==> src/shared/ppc_params.svh <==
/*
 * offsets, field positions, reset values and timing counts of the
 * pulse/period capture block, as macros.
 * assumes a 32-bit register bus with byte addresses, one word per register.
 */
`ifndef PPC_PARAMS_SVH
`define PPC_PARAMS_SVH

// structure sizes
`define PPC_NUM_PINS 4
`define PPC_NUM_SLOTS 4
`define PPC_HR_BITS 7
`define PPC_LOOP_BITS 25

// timing: one high-res tick per core clock, loop period of 2**HR_BITS ticks
`define PPC_CLK_PERIOD_NS 25
`define PPC_LOOP_CYCLES (1 << `PPC_HR_BITS)
`define PPC_HR_HALF 32'h0000_0040
`define PPC_HR_MASK 32'h0000_007F

// register word indices, taken from byte address bits 5:2
`define PPC_OFS_SHARE 4'h0
`define PPC_OFS_PINS 4'h1
`define PPC_OFS_VALID 4'h2
`define PPC_OFS_NOW 4'h3
`define PPC_OFS_CFG0 4'h4
`define PPC_OFS_RES0 4'h8

// share control fields
`define PPC_SHARE_PAIR_BIT 1
`define PPC_GPIO3_OUT_BIT 8
`define PPC_GPIO3_DRIVE_BIT 9

// slot config fields
`define PPC_CFG_EN_BIT 0
`define PPC_CFG_OP_BIT 1
`define PPC_CFG_TYPE_BIT 2
`define PPC_CFG_RES_BIT 3
`define PPC_CFG_PIN_LSB 4

// reset values
`define PPC_RST_WORD 32'h0000_0000

`endif

==> src/shared/ppc_pkg.sv <==
/*
 * types of the pulse/period capture block.
 * assumes ppc_params.svh is on the include path.
 */
`default_nettype none
`include "ppc_params.svh"

package ppc_pkg;

	typedef enum logic {
		period_pulse_count_op = 1'b0,
		wide_capture_op = 1'b1
	} ppc_op_type;

	typedef enum logic {
		rising_to_falling_type = 1'b0,
		falling_to_falling_type = 1'b1
	} ppc_edge_type;

	typedef enum logic {
		loop_res = 1'b0,
		high_res = 1'b1
	} ppc_res_type;

	typedef struct packed {
		logic [1:0] pin;
		ppc_res_type resolution_select;
		ppc_edge_type edge_pair;
		ppc_op_type op;
		logic en;
	} ppc_cfg_type;

	typedef struct packed {
		logic [`PPC_LOOP_BITS-1:0] loop_cnt;
		logic [`PPC_HR_BITS-1:0] hr_cnt;
		logic [`PPC_NUM_PINS-1:0] tin_prev;
		ppc_cfg_type [`PPC_NUM_SLOTS-1:0] cfg;
		logic [`PPC_NUM_SLOTS-1:0] armed;
		logic [`PPC_NUM_SLOTS-1:0][31:0] start;
		logic [`PPC_NUM_SLOTS-1:0][31:0] result;
		logic [`PPC_NUM_SLOTS-1:0] valid;
		logic share;
		logic gpio3_out;
		logic gpio3_drive;
		logic waitreq;
		logic [31:0] rdata;
	} ppc_state_type;

endpackage

`default_nettype wire

==> src/rtl/ppc_capture.sv <==
/*
 * pulse/period capture block: timer input pins, per-pin high-res
 * structure, four capture slots and an avalon-mm register slave.
 * assumes pin inputs synchronous to core_clk; high-res tick = core_clk.
 * assumes the bus master holds each request until it sees waitrequest low.
 * a high-res request on a pin already owned falls back to loop resolution.
 */
// The implementer's own choices: the Avalon-MM slave port and the register offsets.
// Behaviour
// [RULE1] several capture slots may measure one pin, each with its own result
// [RULE2] per pin only one slot gets high resolution; others run at loop resolution
// [RULE3] high-res result exact to half a high-res tick, quantization only
// [RULE4] loop-resolution results read zero in bits 6:0, always
// [RULE5] loop-resolution result within half a loop period of true value
// [RULE6] share pair bit routes device pin 2 to timer inputs 2 and 3
// [RULE7] while sharing, pin 3 structure serves pin 2; pin 3 is gpio only
// [RULE8] both edges inside one loop period still give a correct capture
// [RULE9] second edge at loop-period start still captures the high-res value
// [RULE10] edge type picks rise-to-fall pulse width or fall-to-fall period
// [RULE11] captures on one pin in one loop period never mix resolution paths
`timescale 1ns/100ps
`default_nettype none
`include "ppc_params.svh"

module ppc_capture (
	input wire logic core_clk,
	input wire logic reset_n,
	input wire logic [`PPC_NUM_PINS-1:0] pin_in,
	input wire logic [5:0] avs_address,
	input wire logic avs_read,
	input wire logic avs_write,
	input wire logic [31:0] avs_writedata,
	input wire logic [3:0] avs_byteenable,
	output logic [31:0] avs_readdata,
	output logic avs_waitrequest,
	output logic gpio3_out,
	output logic gpio3_oe_n
);
	import ppc_pkg::*;

	ppc_state_type st_reg;
	ppc_state_type st_next;
	logic [`PPC_NUM_PINS-1:0] tin;
	logic [`PPC_NUM_PINS-1:0] rise;
	logic [`PPC_NUM_PINS-1:0] fall;
	logic [`PPC_NUM_SLOTS-1:0] hr_grant;
	logic [31:0] now;
	logic [3:0] word;
	logic bus_take;
	logic [`PPC_NUM_SLOTS-1:0] slot_end;

	// merge written bytes into a register word
	function automatic logic [31:0] be_merge(input logic [31:0] old, input logic [31:0] wd,
		input logic [3:0] be);
		logic [31:0] r;
		r = old;
		for (int b = 0; b < 4; b++) begin
			if (be[b]) begin
				r[8*b +: 8] = wd[8*b +: 8];
			end
		end
		return r;
	endfunction

	// nearest loop boundary, low bits cleared; keeps the error within half a loop
	function automatic logic [31:0] loop_round(input logic [31:0] v);
		logic [31:0] r;
		r = v + `PPC_HR_HALF;
		return r & ~`PPC_HR_MASK;
	endfunction

	// timer inputs: with sharing, pin 2 drives both inputs 2 and 3
	always_comb begin
		tin = pin_in;
		if (st_reg.share) begin
			tin[3] = pin_in[2]; // RULE6 RULE7
		end
	end

	assign rise = tin & ~st_reg.tin_prev;
	assign fall = ~tin & st_reg.tin_prev;
	assign now = {st_reg.loop_cnt, st_reg.hr_cnt};
	assign word = avs_address[5:2];
	assign bus_take = (avs_read | avs_write) & ~st_reg.waitreq;

	// one high-res structure per pin: lowest enabled high-res slot owns it
	always_comb begin
		hr_grant = '0;
		for (int s = 0; s < `PPC_NUM_SLOTS; s++) begin
			hr_grant[s] = st_reg.cfg[s].en && st_reg.cfg[s].resolution_select == high_res; // RULE2
			for (int j = 0; j < s; j++) begin
				if (st_reg.cfg[j].en && st_reg.cfg[j].resolution_select == high_res &&
					st_reg.cfg[j].pin == st_reg.cfg[s].pin) begin
					hr_grant[s] = 1'b0; // RULE2
				end
			end
		end
	end

	// a slot ends a measurement on a fall of its pin while armed
	always_comb begin
		slot_end = '0;
		for (int s = 0; s < `PPC_NUM_SLOTS; s++) begin
			slot_end[s] = st_reg.armed[s] && st_reg.cfg[s].en && fall[st_reg.cfg[s].pin]; // RULE8
		end
	end

	// next state: time base, capture slots, register slave
	always_comb begin
		logic [1:0] p;
		logic start_edge;
		logic [31:0] value;
		st_next = st_reg;
		p = 2'd0;
		start_edge = 1'b0;
		value = '0;
		// time stamp and loop tick advance together, so a tick edge is never split
		{st_next.loop_cnt, st_next.hr_cnt} = now + 32'h0000_0001; // RULE9
		st_next.tin_prev = tin;
		for (int s = 0; s < `PPC_NUM_SLOTS; s++) begin
			p = st_reg.cfg[s].pin;
			if (st_reg.cfg[s].edge_pair == rising_to_falling_type) begin
				start_edge = rise[p]; // RULE10
			end else begin
				start_edge = fall[p]; // RULE10
			end
			if (!st_reg.cfg[s].en) begin
				st_next.armed[s] = 1'b0;
			end else if (!st_reg.armed[s]) begin
				if (start_edge) begin
					st_next.armed[s] = 1'b1;
					st_next.start[s] = now; // RULE8
				end
			end else if (fall[p]) begin
				// each slot has its own start and result, so slots never interfere
				if (st_reg.cfg[s].op == wide_capture_op) begin
					value = now; // RULE1
				end else begin
					value = now - st_reg.start[s]; // RULE1 RULE8
				end
				if (hr_grant[s]) begin
					st_next.result[s] = value; // RULE3 RULE11
				end else begin
					st_next.result[s] = loop_round(value); // RULE4 RULE5 RULE11
				end
				st_next.valid[s] = 1'b1;
				st_next.start[s] = now;
				st_next.armed[s] = st_reg.cfg[s].edge_pair == falling_to_falling_type; // RULE10
			end
		end
		// avalon slave: one wait cycle, then the access completes
		if ((avs_read | avs_write) && st_reg.waitreq) begin
			st_next.waitreq = 1'b0;
			st_next.rdata = '0;
			if (word == `PPC_OFS_SHARE) begin
				st_next.rdata[`PPC_SHARE_PAIR_BIT] = st_reg.share;
				st_next.rdata[`PPC_GPIO3_OUT_BIT] = st_reg.gpio3_out;
				st_next.rdata[`PPC_GPIO3_DRIVE_BIT] = st_reg.gpio3_drive;
			end else if (word == `PPC_OFS_PINS) begin
				st_next.rdata[7:0] = {pin_in, tin};
			end else if (word == `PPC_OFS_VALID) begin
				st_next.rdata[`PPC_NUM_SLOTS-1:0] = st_reg.valid;
			end else if (word == `PPC_OFS_NOW) begin
				st_next.rdata = now;
			end else if (word >= `PPC_OFS_CFG0 && word < `PPC_OFS_RES0) begin
				st_next.rdata[5:0] = st_reg.cfg[word[1:0]];
			end else if (word >= `PPC_OFS_RES0 && word < `PPC_OFS_RES0 + 4'h4) begin
				st_next.rdata = st_reg.result[word[1:0]];
			end
		end else if (bus_take) begin
			st_next.waitreq = 1'b1;
			if (avs_write) begin
				if (word == `PPC_OFS_SHARE) begin
					value = be_merge({22'd0, st_reg.gpio3_drive, st_reg.gpio3_out, 6'd0,
						st_reg.share, 1'b0}, avs_writedata, avs_byteenable);
					st_next.share = value[`PPC_SHARE_PAIR_BIT]; // RULE6
					st_next.gpio3_out = value[`PPC_GPIO3_OUT_BIT];
					st_next.gpio3_drive = value[`PPC_GPIO3_DRIVE_BIT];
				end else if (word == `PPC_OFS_VALID && avs_byteenable[0]) begin
					// a result landing in this very cycle keeps its flag: the set wins
					for (int s = 0; s < `PPC_NUM_SLOTS; s++) begin
						if (avs_writedata[s] && !slot_end[s]) begin
							st_next.valid[s] = 1'b0;
						end
					end
				end else if (word >= `PPC_OFS_CFG0 && word < `PPC_OFS_RES0) begin
					value = be_merge({26'd0, st_reg.cfg[word[1:0]]}, avs_writedata, avs_byteenable);
					st_next.cfg[word[1:0]] = ppc_cfg_type'(value[5:0]);
				end
			end
		end
	end

	// single state register
	always_ff @(posedge core_clk or negedge reset_n) begin
		if (!reset_n) begin
			st_reg <= '0;
			st_reg.waitreq <= 1'b1;
		end else begin
			st_reg <= st_next;
		end
	end

	// outputs straight from the state register; pin 3 drives only while shared
	assign avs_readdata = st_reg.rdata;
	assign avs_waitrequest = st_reg.waitreq;
	assign gpio3_out = st_reg.gpio3_out;
	assign gpio3_oe_n = ~(st_reg.share & st_reg.gpio3_drive); // RULE7

	generate
		for (genvar g = 0; g < `PPC_NUM_SLOTS; g++) begin : chk

		end
	endgenerate
endmodule

`default_nettype wire

==> config.mk <==
export PLATFORM = sky130hd
export DESIGN_NAME = ppc_capture
export DESIGN_NICKNAME = d
export VERILOG_FILES = /design/src/shared/ppc_pkg.sv /design/src/rtl/ppc_capture.sv
export VERILOG_INCLUDE_DIRS = /design/src /design/src/shared
export SDC_FILE = /design/constraint.sdc
export NUM_CORES = 1
export LEC_CHECK = 0
export BUFFER_PORTS_ARGS = -buffer_cell sky130_fd_sc_hd__buf_2
export CORE_MARGIN = 2
export CORE_UTILIZATION = 45
export CTS_CLUSTER_SIZE = 24
export DETAILED_ROUTE_END_ITERATION = 12
export MAX_ROUTING_LAYER = met4
export SLEW_MARGIN = 25
export SYNTH_ARGS = -nofsm -noshare
export SYNTH_HDL_FRONTEND = slang
export SYNTH_SLANG_ARGS = --single-unit
==> constraint.sdc <==
create_clock -name core_clk -period 6.2 [get_ports core_clk]
set_input_delay 0.31 -clock core_clk [delete_from_list [all_inputs] [get_ports core_clk]]
set_output_delay 0.31 -clock core_clk [all_outputs]
set_load 0.02 [all_outputs]
==> flow_summary.json, run 1 <==
{
  "outcome": "finished clean",
  "synth-async-reset-ratio_pct": 100.0,
  "ys_seq_area_share_pct": 33.62,
  "grt_start_max_net_pins": 176,
  "cp_max_fo": 12,
  "cts.sinks": 360,
  "start_kind": "register",
  "worst_pin_slew_ns": 0.9449,
  "rows": 89,
  "io_buffers": 56,
  "routed_via_density": 5.855,
  "finalHoldViolations": 0,
  "post_cts_buffers": 0,
  "cp_cell_sequence": "inv_1 -> ha_1 -> fa_1 -> and2b_1 -> o2111ai_2 -> a211oi_2 -> o31a_1 -> nor4b_1 -> nor4_1 -> a31oi_1 -> nand4b_1 -> or4_1 -> xnor2_1 -> o21ai_1",
  "cp.arrival_ns": 5.21,
  "io_pins": 85,
  "insertion_delay_ns": 0.60,
  "firstDrtPassIters": 8,
  "synth_cells": 3189,
  "cts_buffers": 46,
  "drc": 0,
  "core_area_mm2": 0.05891,
  "grt_usage_pct": 26.06,
  "slew_headroom_pct": 36.21,
  "area_growth_pct": 8.693,
  "gp_congestion": 0.9836,
  "routed_wl_mm": 76.91,
  "slew_violations": 0,
  "clkTransAtPathRegs_ns": 0.06,
  "p_leak_nw": 13.13,
  "grt_first_pass_wirelength_mm": 123.1,
  "total_power_w": 0.01290,
  "timing.final.crit_period_ns": 4.771,
  "path_class": "reg -> reg",
  "mostFrequentLayoutCells": "497 x nand2_1, 355 x dfrtp_1, 349 x o21ai_0",
  "start_util_pct": 45.50,
  "cts_root_buf": "clkbuf_16",
  "largest_reg_flops": 294,
  "syn-num-nets": 3372,
  "vdd_drop_max_uv": 326.0,
  "ys_types": 123,
  "tns_ns": 0,
  "cts_tree": "built",
  "grt_pass1_vias": 21870,
  "clock-skew-final_ns": 0.03326,
  "drt.antenna.violating_nets": 0,
  "p_per_area_mw_per_mm2": 442.9,
  "diodes": 0,
  "rsz0062_at_grt": "false",
  "htreeDepth": 2,
  "cpPeakStageDelay_ns": 0.60,
  "syn-cell-area_mm2": 0.02680,
  "hpwl_mm": 58.67,
  "fin_crit_sh_pct": 76.95,
  "cap_violations": 0,
  "layout_commonest_cell": "nand2_1",
  "synth_edf_count": 0,
  "die_area_mm2": 0.06153,
  "wire_per_inst_um": 19.55,
  "post_cts_resize_count": 0,
  "synth_ff_type": "dfrtp_1",
  "ys_seq_elements": 360,
  "route.vias.total": 23030,
  "syn_avg_cell_area_um2": 8.404,
  "yosys_warnings": 0,
  "max_freq_ghz": 0.2096,
  "crit_slowest_cell": "dfrtp_1",
  "cts_max_path_buffers": 3,
  "worstPathRequired_ns": 6.64,
  "die_y_um": 248.0,
  "endpoint_kind": "register",
  "final_core_util_pct": 49.45,
  "finalSetupViolCount": 0,
  "drive_above_1_share_pct": 10.51,
  "antenna_found_initial": 1,
  "drt_iter0_markers": 1786,
  "dieWidth_um": 248.0,
  "grt-ovfl-total": 0,
  "nNetsFinal": 3310,
  "hold_path.class": "in -> reg",
  "hold_buffers": 9
}
-- stage by stage --
step	worst slack, ns	cell area, µm²	instances	hold WS (ns)
after detailed placement	1.526	27470	3842	0.2897
after global routing	1.148	29130	3933	0.02190
final	1.429	29130	3933	0.02765
after floorplan	2.556	26800	3189	0.01441
after CTS	1.490	29090	3932	0.006860
after global placement	1.556	27470	3842	0.2872
-- worst max-delay path: cells and delay by family, from the launching register on --
family | cells | cell delay [ns]
XOR/XNOR | 1 | 0.15
AND/OR/NAND/NOR | 5 | 1.69
buffers and inverters | 1 | 0.30
adder cells (fa/ha/maj) | 2 | 0.70
AO/OA/AOI/OAI | 5 | 1.20
flip-flops | 1 | 0.60
-- final timing paths --
path / startpoint / to / slack, ns / depth (start not counted)
min reg2reg: avs_readdata[17]$_DFFE_PN0P_ / avs_readdata[17]$_DFFE_PN0P_ / 0.47 / 2
min: avs_read / avs_waitrequest$_DFFE_PN1P_ / 0.03 / 3
max in group asynchronous: reset_n / st_reg[196]$_DFFE_PN0P_ / 4.66 / 4
max reg2reg: now[0]$_DFF_PN0_ / st_reg[102]$_DFFE_PN0P_ / 1.43 / 14
min in group asynchronous: reset_n / st_reg[235]$_DFFE_PN0P_ / 0.25 / 2
max: now[0]$_DFF_PN0_ / st_reg[102]$_DFFE_PN0P_ / 1.43 / 14
-- kinds of logic (layout without fill, tap and decap cells) --
logic type / after synthesis / after routing / share of synthesized area, %
xor gates and xnor gates: 191 / 191 / 6.293
buffers and inverters: 388 / 359 / 6.237
adders and majority gates: 133 / 133 / 6.321
AOI/OAI and AO/OA: 935 / 935 / 22.43
and+or+nand+nor: 1082 / 1082 / 19.32
muxes: 100 / 100 / 5.775
DFF: 360 / 360 / 33.62
-- per-layer routing --
metal | vias to the layer above | global-route usage (%) | part of all wire [%]
li1 | 11230 | - | -
met4 | 0 | 6.393 | 2.1
met3 | 118 | 2.952 | 5.7
met1 | 11070 | 38.17 | 49
met5 | - | - | 0
met2 | 611 | 38.34 | 43
-- area by class of cell --
type / instances / area, µm²
inverters: 163 / 611.8
well taps: 773 / 967.2
clock buffers: 61 / 1297
flip-flops and latches: 360 / 9015
clock inverters: 20 / 236.5
fillers: 5605 / 29780
multi-input cells: 2441 / 16210
repair buffers: 115 / 792.0
-- cells in the mapped netlist, types with 10 or more instances --
cell type / instances / area [µm²]
and2_1: 17 / 106.4
nor2b_1: 33 / 206.5
a21boi_0: 12 / 90.09
o31a_1: 10 / 87.58
nor4_1: 17 / 106.4
nor3_1: 72 / 360.4
o21a_1: 27 / 202.7
xnor2_1: 101 / 884.6
xor2_1: 89 / 779.5
nand2b_1: 19 / 118.9
a211o_1: 12 / 105.1
and3_1: 26 / 162.7
o211ai_1: 24 / 180.2
ha_1: 129 / 1614
a31oi_1: 25 / 156.4
nor2_1: 189 / 709.4
dfrtp_1: 359 / 8984
buf_4: 37 / 277.8
inv_1: 162 / 608.1
a21o_1: 62 / 465.5
clkbuf_1: 148 / 555.5
buf_2: 13 / 65.06
nor3b_1: 11 / 82.58
mux2_2: 17 / 191.4
buf_1: 18 / 67.56
o21ai_1: 30 / 150.1
o21bai_1: 12 / 90.09
mux2i_1: 41 / 410.4
a22oi_1: 22 / 165.2
nand3_1: 60 / 300.3
a211oi_1: 21 / 157.7
or3_1: 21 / 131.4
a21oi_1: 166 / 830.8
nand4_1: 44 / 275.3
o21ai_0: 349 / 1747
o31ai_1: 36 / 270.3
nand2_1: 497 / 1866
mux4_2: 42 / 945.9
-- report_power, final --
group | total, W | switching, W | internal, W
sequential | 0.00331 | 0.000389 | 0.00292
clock | 0.00272 | 0.00108 | 0.00164
combinational | 0.00688 | 0.00425 | 0.00263
No activity file was read; power rests on OpenSTA's default activity.
==> run 2, diff against run 1 <==
ABC_AREA = 1   (was default)
clock period = 4.55 ns   (was 6.2 ns; I/O delays follow)
==> flow_summary.json, run 2 <==
{
  "die_area_mm2": 0.06762,
  "cts_max_path_buffers": 3,
  "path_common_cell": "nand3_1",
  "layout_commonest_cell": "nand2_1",
  "vdd_drop_max_uv": 307.8,
  "finalHoldViolations": 0,
  "htreeDepth": 2,
  "nNetsFinal": 4857,
  "start_kind": "register",
  "yosys_warnings": 0,
  "drc": 0,
  "worstPathRequired_ns": 5.04,
  "slew_violations": 0,
  "dieWidth_um": 260.0,
  "cap_violations": 0,
  "wire_per_inst_um": 21.09,
  "post_cts_buffers": 0,
  "route.vias.total": 30460,
  "stdcell_area_mm2": 0.03240,
  "synthTopCellsByCount": "1486 x nand2_1, 700 x inv_1, 384 x nand3_1, 377 x o21ai_0, 359 x dfrtp_1",
  "hold_start": "avs_byteenable[1]",
  "dpl.cell_count": 5469,
  "worst_pin_slew_ns": 1.022,
  "finalSetupViolCount": 0,
  "final_cells": 5567,
  "path_class": "reg -> reg",
  "grt_start_max_net_pins": 103,
  "p_leak_nw": 17.47,
  "clkTransAtPathRegs_ns": 0.06,
  "cp_cell_sequence": "ha_1 -> nand2_1 -> nor2_1 -> nand2_1 -> nand3_2 -> nand2_1 -> nand3_1 -> o21ai_0 -> inv_1 -> ha_1 -> nand3_1 -> nor2_2 -> nand3_1 -> nor2_1 -> nand3_1 -> nor2_1 -> nand3_1 -> nand3_1 -> nand2_1",
  "hpwl_mm": 90.98,
  "start_util_pct": 45.68,
  "ys_types": 60,
  "yosys.area.top_type_share_pct": 30.45,
  "syn-cell-area_mm2": 0.02950,
  "pwr-share-seq_pct": 28.4,
  "slew_headroom_pct": 31.76,
  "cts_buffers": 45,
  "fin_crit_sh_pct": 80.97,
  "rsz0062_at_grt": "false",
  "cts.sinks": 360,
  "placed_area_mm2": 0.03070,
  "die_y_um": 260.0,
  "yosysTopAreaCell": "dfrtp_1",
  "largest_reg_flops": 294,
  "routed_via_density": 5.471,
  "yosysMostFrequentCell": "nand2_1",
  "cpPeakStageDelay_ns": 0.76,
  "drive_above_1_share_pct": 8.070,
  "power_frac_comb_pct": 45.7,
  "swShare_pct": 45.44,
  "hold_depth": 4,
  "grt-ovfl-total": 0,
  "antenna_found_initial": 6,
  "cts_root_buf": "clkbuf_16",
  "io_buffers": 56,
  "crit_slowest_cell": "dfrtp_1",
  "drt.antenna.violating_nets": 0,
  "grt_pass1_vias": 27980,
  "reg2reg_to": "st_reg[134]$_DFFE_PN0P_",
  "routed_wl_mm": 117.4,
  "io_pins": 85,
  "timing.final.crit_period_ns": 3.684,
  "gp_congestion": 1.003,
  "synth_edf_count": 0,
  "syn-num-nets": 4826,
  "setup_ws_ns": 0.8660,
  "power.switching_w": 0.006659,
  "rows": 93,
  "mostFrequentLayoutCells": "1486 x nand2_1, 699 x inv_1, 382 x nand3_1",
  "area_growth_pct": 9.832,
  "clock-skew-final_ns": 0.01884,
  "synth_ff_type": "dfrtp_1",
  "tns_ns": 0,
  "ys_seq_area_share_pct": 30.54,
  "max_freq_ghz": 0.2714,
  "drt_iter0_markers": 3211,
  "cp_max_fo": 12,
  "firstDrtPassIters": 6,
  "core_area_mm2": 0.06458,
  "p_int_w": 0.007997,
  "ys_seq_elements": 360,
  "endpoint_kind": "register",
  "worst-r2r-cell-count": 19,
  "p_clk_share_pct": 26.0,
  "fill_cells": 6934,
  "p_per_area_mw_per_mm2": 452.3,
  "outcome": "finished clean",
  "cp.arrival_ns": 4.17,
  "insertion_delay_ns": 0.60,
  "crit_family": "simple AND/OR/NAND/NOR gates",
  "r2r_slack_ns": 0.87,
  "place_ws_ns": 1.005,
  "syn_avg_cell_area_um2": 6.354,
  "worst-path-buf-inv": 1,
  "yosys-top-cells-area": "dfrtp_1 30%, nand2_1 19%, inv_1 8.9%",
  "min_to": "gpio3_out$_DFFE_PN0P_",
  "cts_tree": "built",
  "synth-async-reset-ratio_pct": 100.0,
  "grt_usage_pct": 35.96,
  "synth_cells": 4643,
  "timing.rr.start": "now[5]$_DFF_PN0_",
  "hold_path.class": "in -> reg",
  "grt_first_pass_wirelength_mm": 175.9
}
-- run 2: changes by cell type in the layout (fill, tap and decap cells not counted), sizes merged, moves of 27 or more --
| cell | change |
|---|---|
| nand3 | +348 |
| o22ai | +38 |
| a22oi | +27 |
| mux4 | -42 |
| inv | +563 |
| nand2 | +1028 |
| nor2 | +193 |
| mux2i | -41 |
| o31ai | -40 |
| nor2b | -34 |
| a21o | -62 |
| xnor2 | -86 |
| xor2 | -37 |
-- run 2: per-layer routing --
metal | track usage [%] | wire length, µm | vias up
met5 | - | 0 | -
met2 | 51.06 | 47980 | 1154
li1 | - | - | 14900
met4 | 12.50 | 4432 | 0
met1 | 51.12 | 54060 | 14220
met3 | 6.316 | 10930 | 177
-- run 2: layout make-up --
type	instances	area (µm²)	area share, %
Antenna cell	3	7.507	0.02317
Clock buffer	59	1281	3.954
Clock inverter	23	279.0	0.8612
Inverter	741	2783	8.589
Multi-Input combinational cell	3384	16980	52.40
Sequential cell	360	9010	27.81
Tap cell	855	1070	3.302
Timing Repair Buffer	142	993.5	3.066
-- run 2: cell families after synthesis --
group	count (synthesis)	synth area share (%)
and+or+nand+nor	2457	35.92
buffers and inverters	899	12.02
AOI/OAI and AO/OA	722	13.59
DFF	360	30.54
adders and majority gates	133	5.743
xor gates and xnor gates	67	1.989
muxes	5	0.1909
-- run 2: how the worst max path moves through the flow --
stage	cells past startpoint	slack, ns	startpoint	to
after floorplan	22	1.60	now[0]$_DFF_PN0_	st_reg[64]$_DFFE_PN0P_
after global placement	16	1.02	now[5]$_DFF_PN0_	st_reg[100]$_DFFE_PN0P_
after detailed placement	18	1.00	now[3]$_DFF_PN0_	st_reg[100]$_DFFE_PN0P_
after CTS	16	0.97	now[5]$_DFF_PN0_	st_reg[102]$_DFFE_PN0P_
after global routing	19	0.56	now[5]$_DFF_PN0_	st_reg[128]$_DFFE_PN0P_
final	19	0.87	now[5]$_DFF_PN0_	st_reg[134]$_DFFE_PN0P_
-- run 2: worst min-delay path: stages --
cell,delay [ns]
buf_2,0.10
nand2_1,0.05
nor2_1,0.05
mux2_2,0.21
-- run 2: power groups by stage --
stage	registers, W	clock network [W]	logic [W]
finish	0.00416	0.00380	0.00669
global route	0.00421	0.00400	0.00745
CTS	0.00413	0.00387	0.00654
detailed placement	0.00418	0	0.00650
global placement	0.00418	0	0.00645
floorplan	0.00400	0	0.00476
-- run 2: stage by stage --
step	total power, W	hold slack (ns)	utilization [%]
floorplan	0.008762	-0.06809	-
global placement	0.01063	0.2947	47.54
detailed placement	0.01069	0.2903	47.54
CTS	0.01455	0.06503	50.16
global route	0.01566	0.09727	50.16
finish	0.01466	0.08219	50.17
-- run 2: timing repair --
item / CTS / global route
hold endpoints to repair: 97 / 0
hold buffers: 13 / 0
gates resized for setup: 0 / 0
